===== src/tks_pkg.sv =====
package tks_pkg;

  // ****************************************
  // timing
  // ****************************************
  localparam int CLK_HZ = 50_000_000;
  localparam int DEBOUNCE_MS = 20;
  localparam int LONG_PRESS_MS = 1000;
  localparam int HOLD_PRESS_MS = 5000;
  localparam int FLASH_HALF_MS = 250;
  localparam int STORE_SHOW_MS = 500;
  localparam int DEBOUNCE_CYC = CLK_HZ / 1000 * DEBOUNCE_MS;
  localparam int LONG_PRESS_CYC = CLK_HZ / 1000 * LONG_PRESS_MS;
  localparam int HOLD_PRESS_CYC = CLK_HZ / 1000 * HOLD_PRESS_MS;
  localparam int FLASH_HALF_CYC = CLK_HZ / 1000 * FLASH_HALF_MS;
  localparam int STORE_SHOW_CYC = CLK_HZ / 1000 * STORE_SHOW_MS;

  // ****************************************
  // menu layout
  // ****************************************
  localparam int SET_ITEMS = 4;
  localparam int REG_ITEMS = 11;
  localparam int SW_COUNT = 8;
  localparam int NUM_ITEMS = SET_ITEMS + 2 + REG_ITEMS;
  localparam logic [4:0] ITEM_SWG = 5'h04;
  localparam logic [4:0] ITEM_MEAS = 5'h05;
  localparam logic [4:0] ITEM_LAST = 5'h10;

  // ****************************************
  // display codes and reset values
  // ****************************************
  localparam logic [3:0] CODE_DASH = 4'ha;
  localparam logic [3:0] CODE_BLANK = 4'hf;
  localparam logic [1:0] DP_LAST = 2'h2;
  localparam logic [2:0] SW_LAST = 3'h7;
  localparam logic [13:0] SET_MAIN_RESET = 14'h0000;
  localparam logic [13:0] SET_SECOND_RESET = 14'h0000;
  localparam logic [7:0] SWG_RESET = 8'h00;

  typedef enum logic [1:0] {
    mode_main,
    mode_sub,
    mode_set,
    mode_store
  } tks_mode_t;

  typedef enum logic [2:0] {
    edit_whole,
    edit_dig0,
    edit_dig1,
    edit_dig2,
    edit_dp,
    edit_switch,
    edit_preview
  } tks_edit_t;

endpackage


===== src/tks_menu.sv =====
// Functional notes
// advance press in main menu steps item, lights its LED, shows its value
// main menu holds settings, measured current and registers 1..9, 0, A; the code shows B for the last register
// select held over one second then released enters submenu, red flashes 1
// select held five seconds in submenu enters setting mode, display flashes
// select press in setting mode selects rightmost digit, which flashes
// advance press changes the flashing digit
// select presses walk right, middle, left digit, then decimal point
// advance presses move the decimal point while it is selected
// after the point, select shows whole flashing preview, then edits again
// both keys together in setting mode store the value, dashes flash once
// storing returns to the submenu that was active
// select held five seconds in setting mode leaves without storing
// advance held one second in submenu position 1 goes to position 2
// advance press in submenu returns to main menu, value in use shown
// switchgroup edit shows switch number left, switch state right
// advance press toggles selected switch between 1 and 0
// switchgroup checksum starts at 000 with all switches zero
// select press advances to the next switch number
// after last switch the checksum of the switch positions is shown
// keys debounced and timed as short, one second or five seconds
// simultaneous press wins over pending single-key decisions
`timescale 1ns/1ps

module tks_key #(
  parameter int DEB_CYC = tks_pkg::DEBOUNCE_CYC,
  parameter int LONG_CYC = tks_pkg::LONG_PRESS_CYC,
  parameter int HOLD_CYC = tks_pkg::HOLD_PRESS_CYC
) (
  // clock and reset
  input wire logic clk_sys_i,
  input wire logic resetn_i,
  // key
  input wire logic raw_i,
  input wire logic cancel_i,
  // classified events
  output logic down_o,
  output logic short_o,
  output logic long_o,
  output logic hold_o
);

  logic [31:0] deb_cnt;
  logic [31:0] press_cnt;
  logic down_q;
  logic fired;
  logic cancelled;

  // ****************************************
  // debounce
  // ****************************************
  always_ff @(posedge clk_sys_i or negedge resetn_i) begin
    if (!resetn_i) begin
      down_o <= 1'b0;
      deb_cnt <= 32'h0000_0000;
    end else if (raw_i == down_o) begin
      deb_cnt <= 32'h0000_0000;
    end else if (deb_cnt >= 32'(DEB_CYC - 1)) begin
      down_o <= raw_i;
      deb_cnt <= 32'h0000_0000;
    end else begin
      deb_cnt <= deb_cnt + 32'h0000_0001;
    end
  end

  // ****************************************
  // press timing
  // ****************************************
  always_ff @(posedge clk_sys_i or negedge resetn_i) begin
    if (!resetn_i) begin
      down_q <= 1'b0;
      press_cnt <= 32'h0000_0000;
      fired <= 1'b0;
      cancelled <= 1'b0;
      short_o <= 1'b0;
      long_o <= 1'b0;
      hold_o <= 1'b0;
    end else begin
      down_q <= down_o;
      short_o <= 1'b0;
      long_o <= 1'b0;
      hold_o <= 1'b0;
      if (down_o && !down_q) begin
        press_cnt <= 32'h0000_0000;
        fired <= 1'b0;
        cancelled <= cancel_i;
      end else if (down_o) begin
        if (press_cnt != 32'(HOLD_CYC)) begin
          press_cnt <= press_cnt + 32'h0000_0001;
        end
        if (cancel_i) begin
          cancelled <= 1'b1;
        end
        // five-second action fires while held, so release after it is silent
        if (!fired && !cancelled && !cancel_i && press_cnt == 32'(HOLD_CYC - 1)) begin
          hold_o <= 1'b1;
          fired <= 1'b1;
        end
      end else if (down_q && !fired && !cancelled) begin
        if (press_cnt >= 32'(LONG_CYC)) begin
          long_o <= 1'b1;
        end else begin
          short_o <= 1'b1;
        end
      end
    end
  end

endmodule

module tks_menu #(
  parameter int DEB_CYC = tks_pkg::DEBOUNCE_CYC,
  parameter int LONG_CYC = tks_pkg::LONG_PRESS_CYC,
  parameter int HOLD_CYC = tks_pkg::HOLD_PRESS_CYC,
  parameter int FLASH_CYC = tks_pkg::FLASH_HALF_CYC,
  parameter int STORE_CYC = tks_pkg::STORE_SHOW_CYC
) (
  // clock and reset
  input wire logic clk_sys_i,
  input wire logic resetn_i,
  // front-panel keys, high while pressed
  input wire logic key_select_i,
  input wire logic key_advance_i,
  // values shown from elsewhere
  input wire logic [11:0] meas_value_i,
  input wire logic [11:0] reg_value_i,
  // display
  output logic [3:0] green_digit2_o,
  output logic [3:0] green_digit1_o,
  output logic [3:0] green_digit0_o,
  output logic [1:0] green_dp_pos_o,
  output logic green_dp_on_o,
  output logic [3:0] red_digit_o,
  output logic [tks_pkg::NUM_ITEMS-1:0] item_led_o,
  // register selection and store strobe
  output logic [3:0] reg_sel_o,
  output logic store_o
);

  logic sel_down, sel_short, sel_long, sel_hold;
  logic adv_down, adv_short, adv_long, adv_hold;
  logic both_down, both_q, both_p, sel_step, adv_step;
  tks_pkg::tks_mode_t mode;
  tks_pkg::tks_edit_t edit;
  logic [4:0] item;
  logic sub_pos;
  logic [2:0] sw_idx;
  logic [13:0] edit_val;
  logic [7:0] edit_sw;
  logic [13:0] set_main [tks_pkg::SET_ITEMS];
  logic [13:0] set_second [tks_pkg::SET_ITEMS];
  logic [7:0] swg_bank [2];
  logic [31:0] flash_cnt;
  logic flash_on;
  logic [31:0] store_cnt;
  logic [13:0] next_val;
  logic [3:0] next_red;
  logic [3:0] next_d2, next_d1, next_d0;
  logic next_dp_on;
  logic [3:0] next_reg;

  function automatic logic [11:0] to_bcd(input logic [7:0] v);
    logic [7:0] h;
    logic [7:0] t;
    logic [7:0] o;
    h = v / 8'h64;
    t = (v % 8'h64) / 8'h0a;
    o = v % 8'h0a;
    return {h[3:0], t[3:0], o[3:0]};
  endfunction

  function automatic logic [3:0] bcd_inc(input logic [3:0] d);
    return (d >= 4'h9) ? 4'h0 : d + 4'h1;
  endfunction

  // ****************************************
  // keys
  // ****************************************
  tks_key #(.DEB_CYC(DEB_CYC), .LONG_CYC(LONG_CYC), .HOLD_CYC(HOLD_CYC)) u_key_select (
    .clk_sys_i(clk_sys_i),
    .resetn_i(resetn_i),
    .raw_i(key_select_i),
    .cancel_i(both_down),
    .down_o(sel_down),
    .short_o(sel_short),
    .long_o(sel_long),
    .hold_o(sel_hold)
  );

  tks_key #(.DEB_CYC(DEB_CYC), .LONG_CYC(LONG_CYC), .HOLD_CYC(HOLD_CYC)) u_key_advance (
    .clk_sys_i(clk_sys_i),
    .resetn_i(resetn_i),
    .raw_i(key_advance_i),
    .cancel_i(both_down),
    .down_o(adv_down),
    .short_o(adv_short),
    .long_o(adv_long),
    .hold_o(adv_hold)
  );

  assign both_down = sel_down & adv_down;
  assign both_p = both_down & ~both_q;
  assign sel_step = sel_short | sel_long;
  assign adv_step = adv_short | adv_long;

  always_ff @(posedge clk_sys_i or negedge resetn_i) begin
    if (!resetn_i) begin
      both_q <= 1'b0;
    end else begin
      both_q <= both_down;
    end
  end

  // ****************************************
  // flash and store timers
  // ****************************************
  always_ff @(posedge clk_sys_i or negedge resetn_i) begin
    if (!resetn_i) begin
      flash_cnt <= 32'h0000_0000;
      flash_on <= 1'b1;
    end else if (flash_cnt >= 32'(FLASH_CYC - 1)) begin
      flash_cnt <= 32'h0000_0000;
      flash_on <= ~flash_on;
    end else begin
      flash_cnt <= flash_cnt + 32'h0000_0001;
    end
  end

  always_ff @(posedge clk_sys_i or negedge resetn_i) begin
    if (!resetn_i) begin
      store_cnt <= 32'h0000_0000;
    end else if (mode == tks_pkg::mode_store) begin
      store_cnt <= store_cnt + 32'h0000_0001;
    end else begin
      store_cnt <= 32'h0000_0000;
    end
  end

  // ****************************************
  // menu state machine
  // ****************************************
  always_ff @(posedge clk_sys_i or negedge resetn_i) begin
    if (!resetn_i) begin
      mode <= tks_pkg::mode_main;
      edit <= tks_pkg::edit_whole;
      item <= 5'h00;
      sub_pos <= 1'b0;
      sw_idx <= 3'h0;
      edit_val <= 14'h0000;
      edit_sw <= 8'h00;
    end else begin
      case (mode)
        tks_pkg::mode_main: begin
          if (adv_step) begin
            item <= (item == tks_pkg::ITEM_LAST) ? 5'h00 : item + 5'h01;
          end else if (sel_long && item <= tks_pkg::ITEM_SWG) begin
            mode <= tks_pkg::mode_sub;
            sub_pos <= 1'b0;
          end
        end
        tks_pkg::mode_sub: begin
          if (sel_hold) begin
            mode <= tks_pkg::mode_set;
            edit <= tks_pkg::edit_whole;
            sw_idx <= 3'h0;
            edit_sw <= swg_bank[sub_pos];
            if (item < tks_pkg::ITEM_SWG) begin
              edit_val <= sub_pos ? set_second[item[1:0]] : set_main[item[1:0]];
            end
          end else if (adv_long && !sub_pos) begin
            sub_pos <= 1'b1;
          end else if (adv_step) begin
            mode <= tks_pkg::mode_main;
          end
        end
        tks_pkg::mode_set: begin
          if (both_p) begin
            mode <= tks_pkg::mode_store;
          end else if (sel_hold) begin
            mode <= tks_pkg::mode_sub;
          end else if (sel_step && item == tks_pkg::ITEM_SWG) begin
            case (edit)
              tks_pkg::edit_switch: begin
                if (sw_idx == tks_pkg::SW_LAST) begin
                  edit <= tks_pkg::edit_preview;
                end else begin
                  sw_idx <= sw_idx + 3'h1;
                end
              end
              default: begin
                edit <= tks_pkg::edit_switch;
                sw_idx <= 3'h0;
              end
            endcase
          end else if (sel_step) begin
            case (edit)
              tks_pkg::edit_dig0: edit <= tks_pkg::edit_dig1;
              tks_pkg::edit_dig1: edit <= tks_pkg::edit_dig2;
              tks_pkg::edit_dig2: edit <= tks_pkg::edit_dp;
              tks_pkg::edit_dp: edit <= tks_pkg::edit_preview;
              default: edit <= tks_pkg::edit_dig0;
            endcase
          end else if (adv_step) begin
            case (edit)
              tks_pkg::edit_dig0: edit_val[3:0] <= bcd_inc(edit_val[3:0]);
              tks_pkg::edit_dig1: edit_val[7:4] <= bcd_inc(edit_val[7:4]);
              tks_pkg::edit_dig2: edit_val[11:8] <= bcd_inc(edit_val[11:8]);
              tks_pkg::edit_dp: begin
                edit_val[13:12] <= (edit_val[13:12] >= tks_pkg::DP_LAST) ?
                  2'h0 : edit_val[13:12] + 2'h1;
              end
              tks_pkg::edit_switch: edit_sw[sw_idx] <= ~edit_sw[sw_idx];
              default: begin
              end
            endcase
          end
        end
        default: begin
          if (store_cnt >= 32'(STORE_CYC - 1)) begin
            mode <= tks_pkg::mode_sub;
          end
        end
      endcase
    end
  end

  // ****************************************
  // setting storage
  // ****************************************
  always_ff @(posedge clk_sys_i or negedge resetn_i) begin
    if (!resetn_i) begin
      for (int i = 0; i < tks_pkg::SET_ITEMS; i++) begin
        set_main[i] <= tks_pkg::SET_MAIN_RESET;
        set_second[i] <= tks_pkg::SET_SECOND_RESET;
      end
      swg_bank[0] <= tks_pkg::SWG_RESET;
      swg_bank[1] <= tks_pkg::SWG_RESET;
      store_o <= 1'b0;
    end else begin
      store_o <= 1'b0;
      if (mode == tks_pkg::mode_set && both_p) begin
        store_o <= 1'b1;
        if (item == tks_pkg::ITEM_SWG) begin
          swg_bank[sub_pos] <= edit_sw;
        end else if (sub_pos) begin
          set_second[item[1:0]] <= edit_val;
        end else begin
          set_main[item[1:0]] <= edit_val;
        end
      end
    end
  end

  // ****************************************
  // display composition
  // ****************************************
  always_comb begin
    next_val = 14'h0000;
    next_red = tks_pkg::CODE_BLANK;
    next_reg = 4'h0;
    if (item > tks_pkg::ITEM_MEAS) begin
      next_reg = 4'(item - tks_pkg::ITEM_MEAS - 5'h01);
    end
    case (mode)
      tks_pkg::mode_main: begin
        if (item < tks_pkg::ITEM_SWG) begin
          next_val = set_main[item[1:0]];
        end else if (item == tks_pkg::ITEM_SWG) begin
          next_val = {2'h0, to_bcd(swg_bank[0])};
        end else if (item == tks_pkg::ITEM_MEAS) begin
          next_val = {2'h0, meas_value_i};
        end else begin
          next_val = {2'h0, reg_value_i};
          // registers read 1..9, then 0, then B
          next_red = (next_reg == 4'h9) ? 4'h0 : next_reg + 4'h1;
        end
      end
      tks_pkg::mode_sub: begin
        if (item == tks_pkg::ITEM_SWG) begin
          next_val = {2'h0, to_bcd(swg_bank[sub_pos])};
        end else if (item < tks_pkg::ITEM_SWG) begin
          next_val = sub_pos ? set_second[item[1:0]] : set_main[item[1:0]];
        end
        next_red = flash_on ? {3'h0, sub_pos} + 4'h1 : tks_pkg::CODE_BLANK;
      end
      tks_pkg::mode_set: begin
        next_val = (item == tks_pkg::ITEM_SWG) ? {2'h0, to_bcd(edit_sw)} : edit_val;
        next_red = {3'h0, sub_pos} + 4'h1;
      end
      default: begin
        next_red = {3'h0, sub_pos} + 4'h1;
      end
    endcase
  end

  always_comb begin
    next_d2 = next_val[11:8];
    next_d1 = next_val[7:4];
    next_d0 = next_val[3:0];
    next_dp_on = (item != tks_pkg::ITEM_SWG) && (item <= tks_pkg::ITEM_MEAS);
    if (mode == tks_pkg::mode_store) begin
      next_d2 = tks_pkg::CODE_DASH;
      next_d1 = tks_pkg::CODE_DASH;
      next_d0 = tks_pkg::CODE_DASH;
      next_dp_on = 1'b0;
    end else if (mode == tks_pkg::mode_set) begin
      if (edit == tks_pkg::edit_switch) begin
        next_d2 = {1'b0, sw_idx} + 4'h1;
        next_d1 = tks_pkg::CODE_BLANK;
        next_d0 = {3'h0, edit_sw[sw_idx]};
        if (!flash_on) begin
          next_d0 = tks_pkg::CODE_BLANK;
        end
      end else if (!flash_on) begin
        case (edit)
          tks_pkg::edit_dig0: next_d0 = tks_pkg::CODE_BLANK;
          tks_pkg::edit_dig1: next_d1 = tks_pkg::CODE_BLANK;
          tks_pkg::edit_dig2: next_d2 = tks_pkg::CODE_BLANK;
          tks_pkg::edit_dp: next_dp_on = 1'b0;
          default: begin
            // whole display flashes on entry and in preview
            next_d2 = tks_pkg::CODE_BLANK;
            next_d1 = tks_pkg::CODE_BLANK;
            next_d0 = tks_pkg::CODE_BLANK;
            next_dp_on = 1'b0;
          end
        endcase
      end
    end
  end

  // ****************************************
  // registered outputs
  // ****************************************
  always_ff @(posedge clk_sys_i or negedge resetn_i) begin
    if (!resetn_i) begin
      green_digit2_o <= tks_pkg::CODE_BLANK;
      green_digit1_o <= tks_pkg::CODE_BLANK;
      green_digit0_o <= tks_pkg::CODE_BLANK;
      green_dp_pos_o <= 2'h0;
      green_dp_on_o <= 1'b0;
      red_digit_o <= tks_pkg::CODE_BLANK;
      item_led_o <= '0;
      reg_sel_o <= 4'h0;
    end else begin
      green_digit2_o <= next_d2;
      green_digit1_o <= next_d1;
      green_digit0_o <= next_d0;
      green_dp_pos_o <= next_val[13:12];
      green_dp_on_o <= next_dp_on;
      red_digit_o <= next_red;
      item_led_o <= '0;
      item_led_o[item] <= 1'b1;
      reg_sel_o <= next_reg;
    end
  end

endmodule


===== config.mk =====
export PLATFORM = sky130hd
export DESIGN_NAME = tks_menu
export DESIGN_NICKNAME = d
export VERILOG_FILES = /design/src/tks_pkg.sv /design/src/tks_menu.sv
export SDC_FILE = /design/constraint.sdc
export NUM_CORES = 1
export LEC_CHECK = 0
export BUFFER_PORTS_ARGS = -buffer_cell sky130_fd_sc_hd__buf_4
export CAP_MARGIN = 20
export CORE_ASPECT_RATIO = 0.7
export CORE_MARGIN = 2
export CORE_UTILIZATION = 57
export CTS_BUF_LIST = sky130_fd_sc_hd__clkbuf_8 sky130_fd_sc_hd__clkbuf_16
export CTS_CLUSTER_SIZE = 25
export DETAILED_ROUTE_END_ITERATION = 6
export PLACE_DENSITY = 0.77
export SYNTH_ARGS = -nofsm -noshare
export SYNTH_HDL_FRONTEND = slang
export SYNTH_SLANG_ARGS = --single-unit

===== constraint.sdc =====
create_clock -name clk_sys_i -period 4.15 [get_ports clk_sys_i]
set_input_delay 0.415 -clock clk_sys_i [delete_from_list [all_inputs] [get_ports clk_sys_i]]
set_output_delay 0.415 -clock clk_sys_i [all_outputs]
set_load 0.03 [all_outputs]

==> summary.md, run 1 <==
| Metric | Value |
|---|---|
| Initial antenna violation count | 0 |
| Outcome | completed |
| CP startpoint kind | flop |
| Diode count | 0 |
| Average wire per cell in the routed design | around 20 um |
| Clock skew | 0.0191 ns |
| # nets final | between 2000 and 3000 |
| CTS Sinks | roughly 410 |
| Max frequency | about 250 MHz |
| Full die area | 0.0415 mm^2 |
| Peak VDD IR | 0.348 mV |
| Post-synth top area share | 0.435 |
| Hold Slack | around 0.12 ns |
| Leak | between 10 and 15 nW |
| Residual DRC | 0 |
| Top_reg_cell synth | dfrtp_1 |
| Vias after detailed routing | approximately 19000 |
| # fillers | 3108 |
| Row Count | 61 |
| Area grow syn2layout | 12.3% |
| Clock Pin Slew Worst Setup and Hold Paths | roughly 0.070 ns |
| IO Count | between 60 and 70 |
| Root Buffer | clkbuf_16 |
| Avg Vias per Cell | between 6 and 7 |
| Slew headroom | 0.350 |
| Synth area leader | dfrtp_1 |
| Clk buf depth | 3 |
| Yosys reg bits | between 400 and 500 |
| Syn Area/Cell | ~9.5 um^2 |
| Final Cell Area | about 0.026 mm^2 |
| Number of synthesized flops with an enable pin | 0 |
| Cell variety after synth | between 100 and 150 |
| Starting density of the core | 0.575 |
| Top-count cell post-synth | dfrtp_1 |
| Die H | roughly 170 um |
| Pwr dens | roughly 360 mW/mm^2 |
| Mapped Area | between 0.02 and 0.025 mm^2 |
| Crit path max fanout | 8 |
| Layout Utilization | 0.647 |
| Fin cells | about 3000 |
| Post-DP HPWL | between 40000 and 50000 um |
| HP Class | in -> reg |
| Initial DRC count | approximately 2300 |
| Syn. warnings | 0 |
| Total gr overflow | 0 |
| Share of the yosys chip area belonging to registers | 0.455 |
| DIE WIDTH | around 240 um |
| CP Capture Type | flop |
| Sum Neg Setup Slack | 0 ns |
| Maxcap violations | 0 |
| Min cycle time layout | roughly 4.0 ns |
| H-tree levels | 2 |
| CP Class | reg -> reg |
| Layout cells sized above 1 | 0.157 |
| Synth async-reset ratio | 1.00 |
| Clk Latency, worst-skew pair | about 0.56 ns |
| DR pass1 iterations | 6 |
| Syn Inst Count | 2385 |
| Slew Viols, Final | 0 |
| Core ar. | between 0.03 and 0.04 mm^2 |
| Worst slew pin tran | approximately 0.97 ns |
| Largest net degree at the start of global routing | 118 |
| # port buffers | 68 |
| CTS tree | yes |
| Final Hold Viols | 0 |
| Crit path arrival time | 4.50 ns |
| First-pass GRT wire length | 96400 um |
| Commonest cells in the netlist | dfrtp_1, nand2_1, nor2_1 |
| Placed Cells | between 2000 and 3000 |
| Total track usage | 0.288 |
| Data required, critical path | around 4.6 ns |
| Dominant cells by area after synthesis | dfrtp_1, nand2_1, mux2_2 |
| Final ANT Viol Nets | 0 |
| Placed Area | 0.0239 mm^2 |
| Finish-stage setup viols | 0 |
| Fin crit share | 0.968 |
| Final WL | between 50000 and 60000 um |
| Inserted Clock Buffers | 42 |
| Placer congestion estimate | between 0.9 and 1 |
| Vias in the first global route | 18100 |
power by group:
part / leakage [nW] / switching (mW) / internal (mW)
Clock: 0.739 / 1.64 / 2.28
Combinational: 4.86 / 0.751 / 0.382
Sequential: 5.58 / 0.0786 / 4.16
cell type report:
type / count / area [um^2] / share of cell area
clock buffer: 50 / 1170 / 0.0460
clock inverter: 28 / 268 / 0.0105
inverter: 62 / 233 / 0.00912
multi-input combinational: 1804 / 11800 / 0.462
sequential: 412 / 10300 / 0.405
tap: 535 / 669 / 0.0262
timing repair buffer: 133 / 1040 / 0.0408
kinds of logic after synthesis:
group / count (synthesis) / synth area share
multiplexers: 147 / 0.0871
adder cells (fa/ha/maj): 45 / 0.0244
XOR/XNOR: 153 / 0.0590
flip-flops: 412 / 0.455
AO/OA/AOI/OAI: 496 / 0.142
buffers and inverters: 200 / 0.0349
AND/OR/NAND/NOR: 931 / 0.198
other: 1 / 0.000165
cell usage in the layout, fill, tap and decap left out, types with 27 or more instances in the layout:
cell	n
dfrtp_1	393
mux2_2	83
ha_1	41
buf_4	128
xnor2_1	71
inv_1	60
conb_1	32
o21ai_0	185
or3_1	30
nor2_1	227
nand2_1	278
and3_1	53
mux2i_1	27
clkbuf_16	43
mux4_2	30
nor3_1	49
a21oi_1	89
xor2_1	82
and2_1	38
nand4_1	28
nand3_1	98
final timing paths:
path | startpoint | endpoint | slack, ns | depth (start not counted)
setup / recovery | sub_pos$_DFFE_PN0P_ | green_digit0_o[3]$_DFF_PN1_ | 0.13 | 15
hold / removal | key_advance_i | u_key_advance.down_o$_DFFE_PN0P_ | 0.12 | 2
setup reg to reg | sub_pos$_DFFE_PN0P_ | green_digit0_o[3]$_DFF_PN1_ | 0.13 | 15
hold reg to reg | store_cnt[0]$_DFF_PN0_ | store_cnt[0]$_DFF_PN0_ | 0.48 | 1
max in group asynchronous | resetn_i | u_key_advance.press_cnt[9]$_DFFE_PN0P_ | 2.38 | 3
min in group asynchronous | resetn_i | u_key_select.deb_cnt[13]$_DFF_PN0_ | 0.54 | 2
registers in the layout, summed over array words and instances, names as in the netlist, 17 cells and up:
| register | cells |
|---|---|
| flash_cnt | 32 |
| item_led_o | 17 |
| set_main | 56 |
| set_second | 56 |
| store_cnt | 32 |
| u_key_advance.deb_cnt | 32 |
| u_key_advance.press_cnt | 32 |
| u_key_select.deb_cnt | 32 |
| u_key_select.press_cnt | 32 |
critical path, stage by stage, from the launching register on:
cell       delay [ns]
dfrtp_2          0.54
mux2i_2          0.32
inv_2            0.12
ha_1             0.23
a311o_1          0.42
nor2_4           0.12
a2111oi_1        0.07
or4b_1           0.58
mux2_4           0.30
a311oi_1         0.25
o21ai_1          0.14
ha_1             0.20
a31oi_1          0.17
xor2_1           0.20
o21ai_0          0.10
a21oi_1          0.18
metrics by stage:
| step | worst slack [ns] | total power, mW |
|---|---|---|
| 6_report | 0.134 | 9.30 |
| 5_1_grt | -0.0360 | 9.61 |
| 4_1_cts | 0.0391 | 9.35 |
| 3_5_place_dp | 0.0142 | 5.43 |
| 3_3_place_gp | 0.152 | 5.41 |
| 2_1_floorplan | 0.176 | 4.96 |
per-layer routing:
metal  vias up  GRT usage  share of wire
li1       8566          -              -
met1      9336      0.422           0.45
met2       817      0.430           0.43
met3       114     0.0584          0.090
met4         0     0.0926          0.028
met5         -          0              0
what timing repair did:
action / in CTS / in global routing
endpoints found under the hold margin: 31 / 0
setup buffers: 0 / 4
hold buffers: 1 / 0
setup endpoints to repair: 1 / 6
pin swaps: 0 / 1
gates resized for setup: 1 / 14
Note: power is estimated with default switching activity, not from simulation.
==> run 2: changes to the inputs <==
--- a/config.mk
+++ b/config.mk
@@ -9,11 +9,11 @@
 export CAP_MARGIN = 20
 export CORE_ASPECT_RATIO = 0.7
 export CORE_MARGIN = 2
-export CORE_UTILIZATION = 57
+export CORE_UTILIZATION = 62
 export CTS_BUF_LIST = sky130_fd_sc_hd__clkbuf_8 sky130_fd_sc_hd__clkbuf_16
 export CTS_CLUSTER_SIZE = 25
 export DETAILED_ROUTE_END_ITERATION = 6
-export PLACE_DENSITY = 0.77
+export PLACE_DENSITY = 0.78
 export SYNTH_ARGS = -nofsm -noshare
 export SYNTH_HDL_FRONTEND = slang
 export SYNTH_SLANG_ARGS = --single-unit
==> constraint.sdc (replaced) <==
create_clock -name clk_sys_i -period 4.85 [get_ports clk_sys_i]
set_input_delay 0.485 -clock clk_sys_i [delete_from_list [all_inputs] [get_ports clk_sys_i]]
set_output_delay 0.485 -clock clk_sys_i [all_outputs]
set_load 0.03 [all_outputs]
==> run 2 against run 1 <==
The run now ends with negative hold slack left. Clock skew fell by 0.0039 ns. Core utilization grew 5.3 points. Via count fell by 1.3%. Clock power shrank 15%. Register-to-register slack improved by 0.22 ns. Maximum frequency down 11%. Cell count shrank 2.7%. Wire length fell by 1.5%. Non-clock buffer count is 25 lower. Setup slack better by 0.22 ns. Sequential share of layout area up 0.57 points. Largest power group unchanged.
==> summary.md, run 2 (synthesis results as in run 1) <==
| Metric | Value |
|---|---|
| # nets final | 2498 (-1.0%) |
| Crit path arrival time | 4.96 ns (+0.46 ns) |
| HP Class | in -> async |
| First-pass GRT wire length | 95000 um (-1.4%) |
| Reg2Reg Depth | 16 (+1) |
| Row Count | 58 (-4.9%) |
| Placed Area | 0.0237 mm^2 (-0.83%) |
| Core ar. | 0.0360 mm^2 (-8.8%) |
| DR pass1 iterations | 7 (+1) |
| Peak VDD IR | 0.297 mV (-15%) |
| R2r setup slk | 0.35 ns (+0.22 ns) |
| Sum Neg Setup Slack | 0 ns (unchanged) |
| CP startpoint kind | flop |
| Finish-stage setup viols | 0 (unchanged) |
| Pwr dens | 314 mW/mm^2 (-14%) |
| Final Cell Area | 0.0252 mm^2 (-1.4%) |
| Layout Utilization | 0.699 (+0.0526) |
| Maxcap violations | 0 (unchanged) |
| Worst slew pin tran | 1.05 ns (+0.0795 ns) |
| Dpl ws | 0.432 ns (+0.418 ns) |
| Fin crit share | 0.927 (-0.0408) |
| Vias after detailed routing | 18600 (-1.3%) |
| Full die area | 0.0382 mm^2 (-7.9%) |
| Initial DRC count | 1992 (-15%) |
| CTS Sinks | 412 (unchanged) |
| R2R Path End | green_digit0_o[3]$_DFF_PN1_ |
| Final WL | 59100 um (-1.5%) |
| RSZ-0062 raised after global routing | false |
| Fin cells | 2942 (-2.7%) |
| Initial antenna violation count | 2 (+2) |
| Failing checks | negative hold slack |
| Min cycle time layout | 4.50 ns (+0.479 ns) |
| CP Class | reg -> reg |
| R2R Path Start | sub_pos$_DFFE_PN0P_ |
| Average wire per cell in the routed design | 20.1 um (+1.3%) |
| Total track usage | 0.314 (+0.0257) |
| Vias in the first global route | 17700 (-2.1%) |
| CP Capture Type | flop |
| Die H | 164 um (-4.0%) |
| DIE WIDTH | 233 um (-4.1%) |
| # port buffers | 68 (unchanged) |
| CP startpoint | sub_pos$_DFFE_PN0P_ |
| Crit path capture | green_digit0_o[3]$_DFF_PN1_ |
| Overall power | 7.90 mW (-15%) |
| Area grow syn2layout | 10.8% |
| Final ANT Viol Nets | 0 (unchanged) |
| Max frequency | 222 MHz (-11%) |
| Placed Cells | 2865 (-2.6%) |
| Data required, critical path | 5.31 ns (+0.68 ns) |
| Leak | 11.0 nW (-1.2%) |
| Avg Vias per Cell | 6.32 (+1.5%) |
| Post-DP HPWL | 41100 um (-0.52%) |
| Slew headroom | 0.298 (-0.0512) |
| Outcome | finished with violations |
| Clock Pin Slew Worst Setup and Hold Paths | 0.06 ns (about the same) |
| CTS tree | yes |
| Slew Viols, Final | 0 (unchanged) |
| Largest regs | set_main x56, set_second x56 |
| Post-CTS Hold Buffers | 0 (-1) |
| Clock skew | 0.0152 ns (-0.00393 ns) |
| Clk Latency, worst-skew pair | 0.55 ns (about the same) |
| Final Hold Viols | 1 (+1) |
| Layout cells sized above 1 | 0.143 (-0.0133) |
| Root Buffer | clkbuf_16 |
| Most common cell after layout, fill and taps aside | dfrtp_1 |
| Inserted Clock Buffers | 41 (-2.4%) |
| Starting density of the core | 0.631 (+0.0554) |
| Crit path max fanout | 18 (+10) |
| Clk buf depth | 3 (unchanged) |
| Total gr overflow | 0 (unchanged) |
| Commonest non-fill, non-tap cells in the layout | dfrtp_1, nand2_1, nor2_1, o21ai_0, buf_4 |
| Placer congestion estimate | 0.958 (-1.1%) |
| Hold Slack | -0.00359 ns (-0.120 ns) |
| Largest net degree at the start of global routing | 133 (+13%) |
| H-tree levels | 2 (unchanged) |
| IO Count | 69 (unchanged) |
| Residual DRC | 0 (unchanged) |
| Slack of the critical path | 0.355 ns (+0.221 ns) |
-- run 2: cell types whose count changed in the layout (fill, tap and decap cells not counted), moves of 2 or more --
cell / previous run / this run
buf_4: 128 / 103
clkbuf_8: 7 / 14
clkinv_2: 11 / 5
clkinv_4: 3 / 0
mux2i_1: 27 / 30
mux2i_4: 3 / 1
nor2_1: 227 / 230
nor2_2: 5 / 3
-- run 2: worst max-delay path, stage by stage (launching register included) --
cell       delay (ns)
dfrtp_4          0.59
mux2i_1          0.22
buf_4            0.24
ha_2             0.28
nand2b_1         0.13
a311o_1          0.51
nor2_4           0.17
a2111oi_1        0.08
or4b_1           0.57
mux2_4           0.30
a311oi_1         0.29
o21ai_1          0.15
ha_1             0.21
a31oi_1          0.20
xor2_1           0.18
o21ai_0          0.09
a21oi_1          0.20
-- run 2: area by class of cell --
type                            count  area, um^2
Fill cell                        2721       10800
Sequential cell                   412       10300
Inverter                           62         233
Timing Repair Buffer              108         861
Multi-Input combinational cell   1804       11700
Clock inverter                     19         181
Antenna cell                        1        2.50
Clock buffer                       56        1240
Tap cell                          480         601
-- run 2: metal layers --
metal / wire length (um) / vias to the layer above / track usage
met4: 1900 / 4 / 0.106
met5: 52 / - / 0.00911
met1: 26600 / 9131 / 0.468
li1: - / 8541 / -
met2: 25400 / 786 / 0.456
met3: 5160 / 130 / 0.0642
-- run 2: worst min path at each step --
stage,to,slack (ns),depth (start not counted)
6_report,u_key_advance.deb_cnt[10]$_DFF_PN0_,-0.004,1
3_5_place_dp,store_cnt[0]$_DFF_PN0_,0.45,1
3_3_place_gp,store_cnt[0]$_DFF_PN0_,0.44,1
4_1_cts,u_key_advance.deb_cnt[10]$_DFF_PN0_,0.07,1
2_1_floorplan,both_q$_DFF_PN0_,0.19,0
5_1_grt,u_key_advance.deb_cnt[8]$_DFF_PN0_,0.11,1
-- run 2: power by group --
part           switching, mW  total [mW]  internal, mW  leakage, nW
Clock                   1.37        3.33          1.96        0.729
Combinational          0.603       0.920         0.317         4.74
Sequential            0.0862        3.65          3.56         5.58
-- run 2: timing repair --
| item | in CTS | in global routing |
|---|---|---|
| resized for setup | 0 | 2 |
| setup endpoints to repair | 0 | 1 |
| buffers inserted | 0 | 0 |
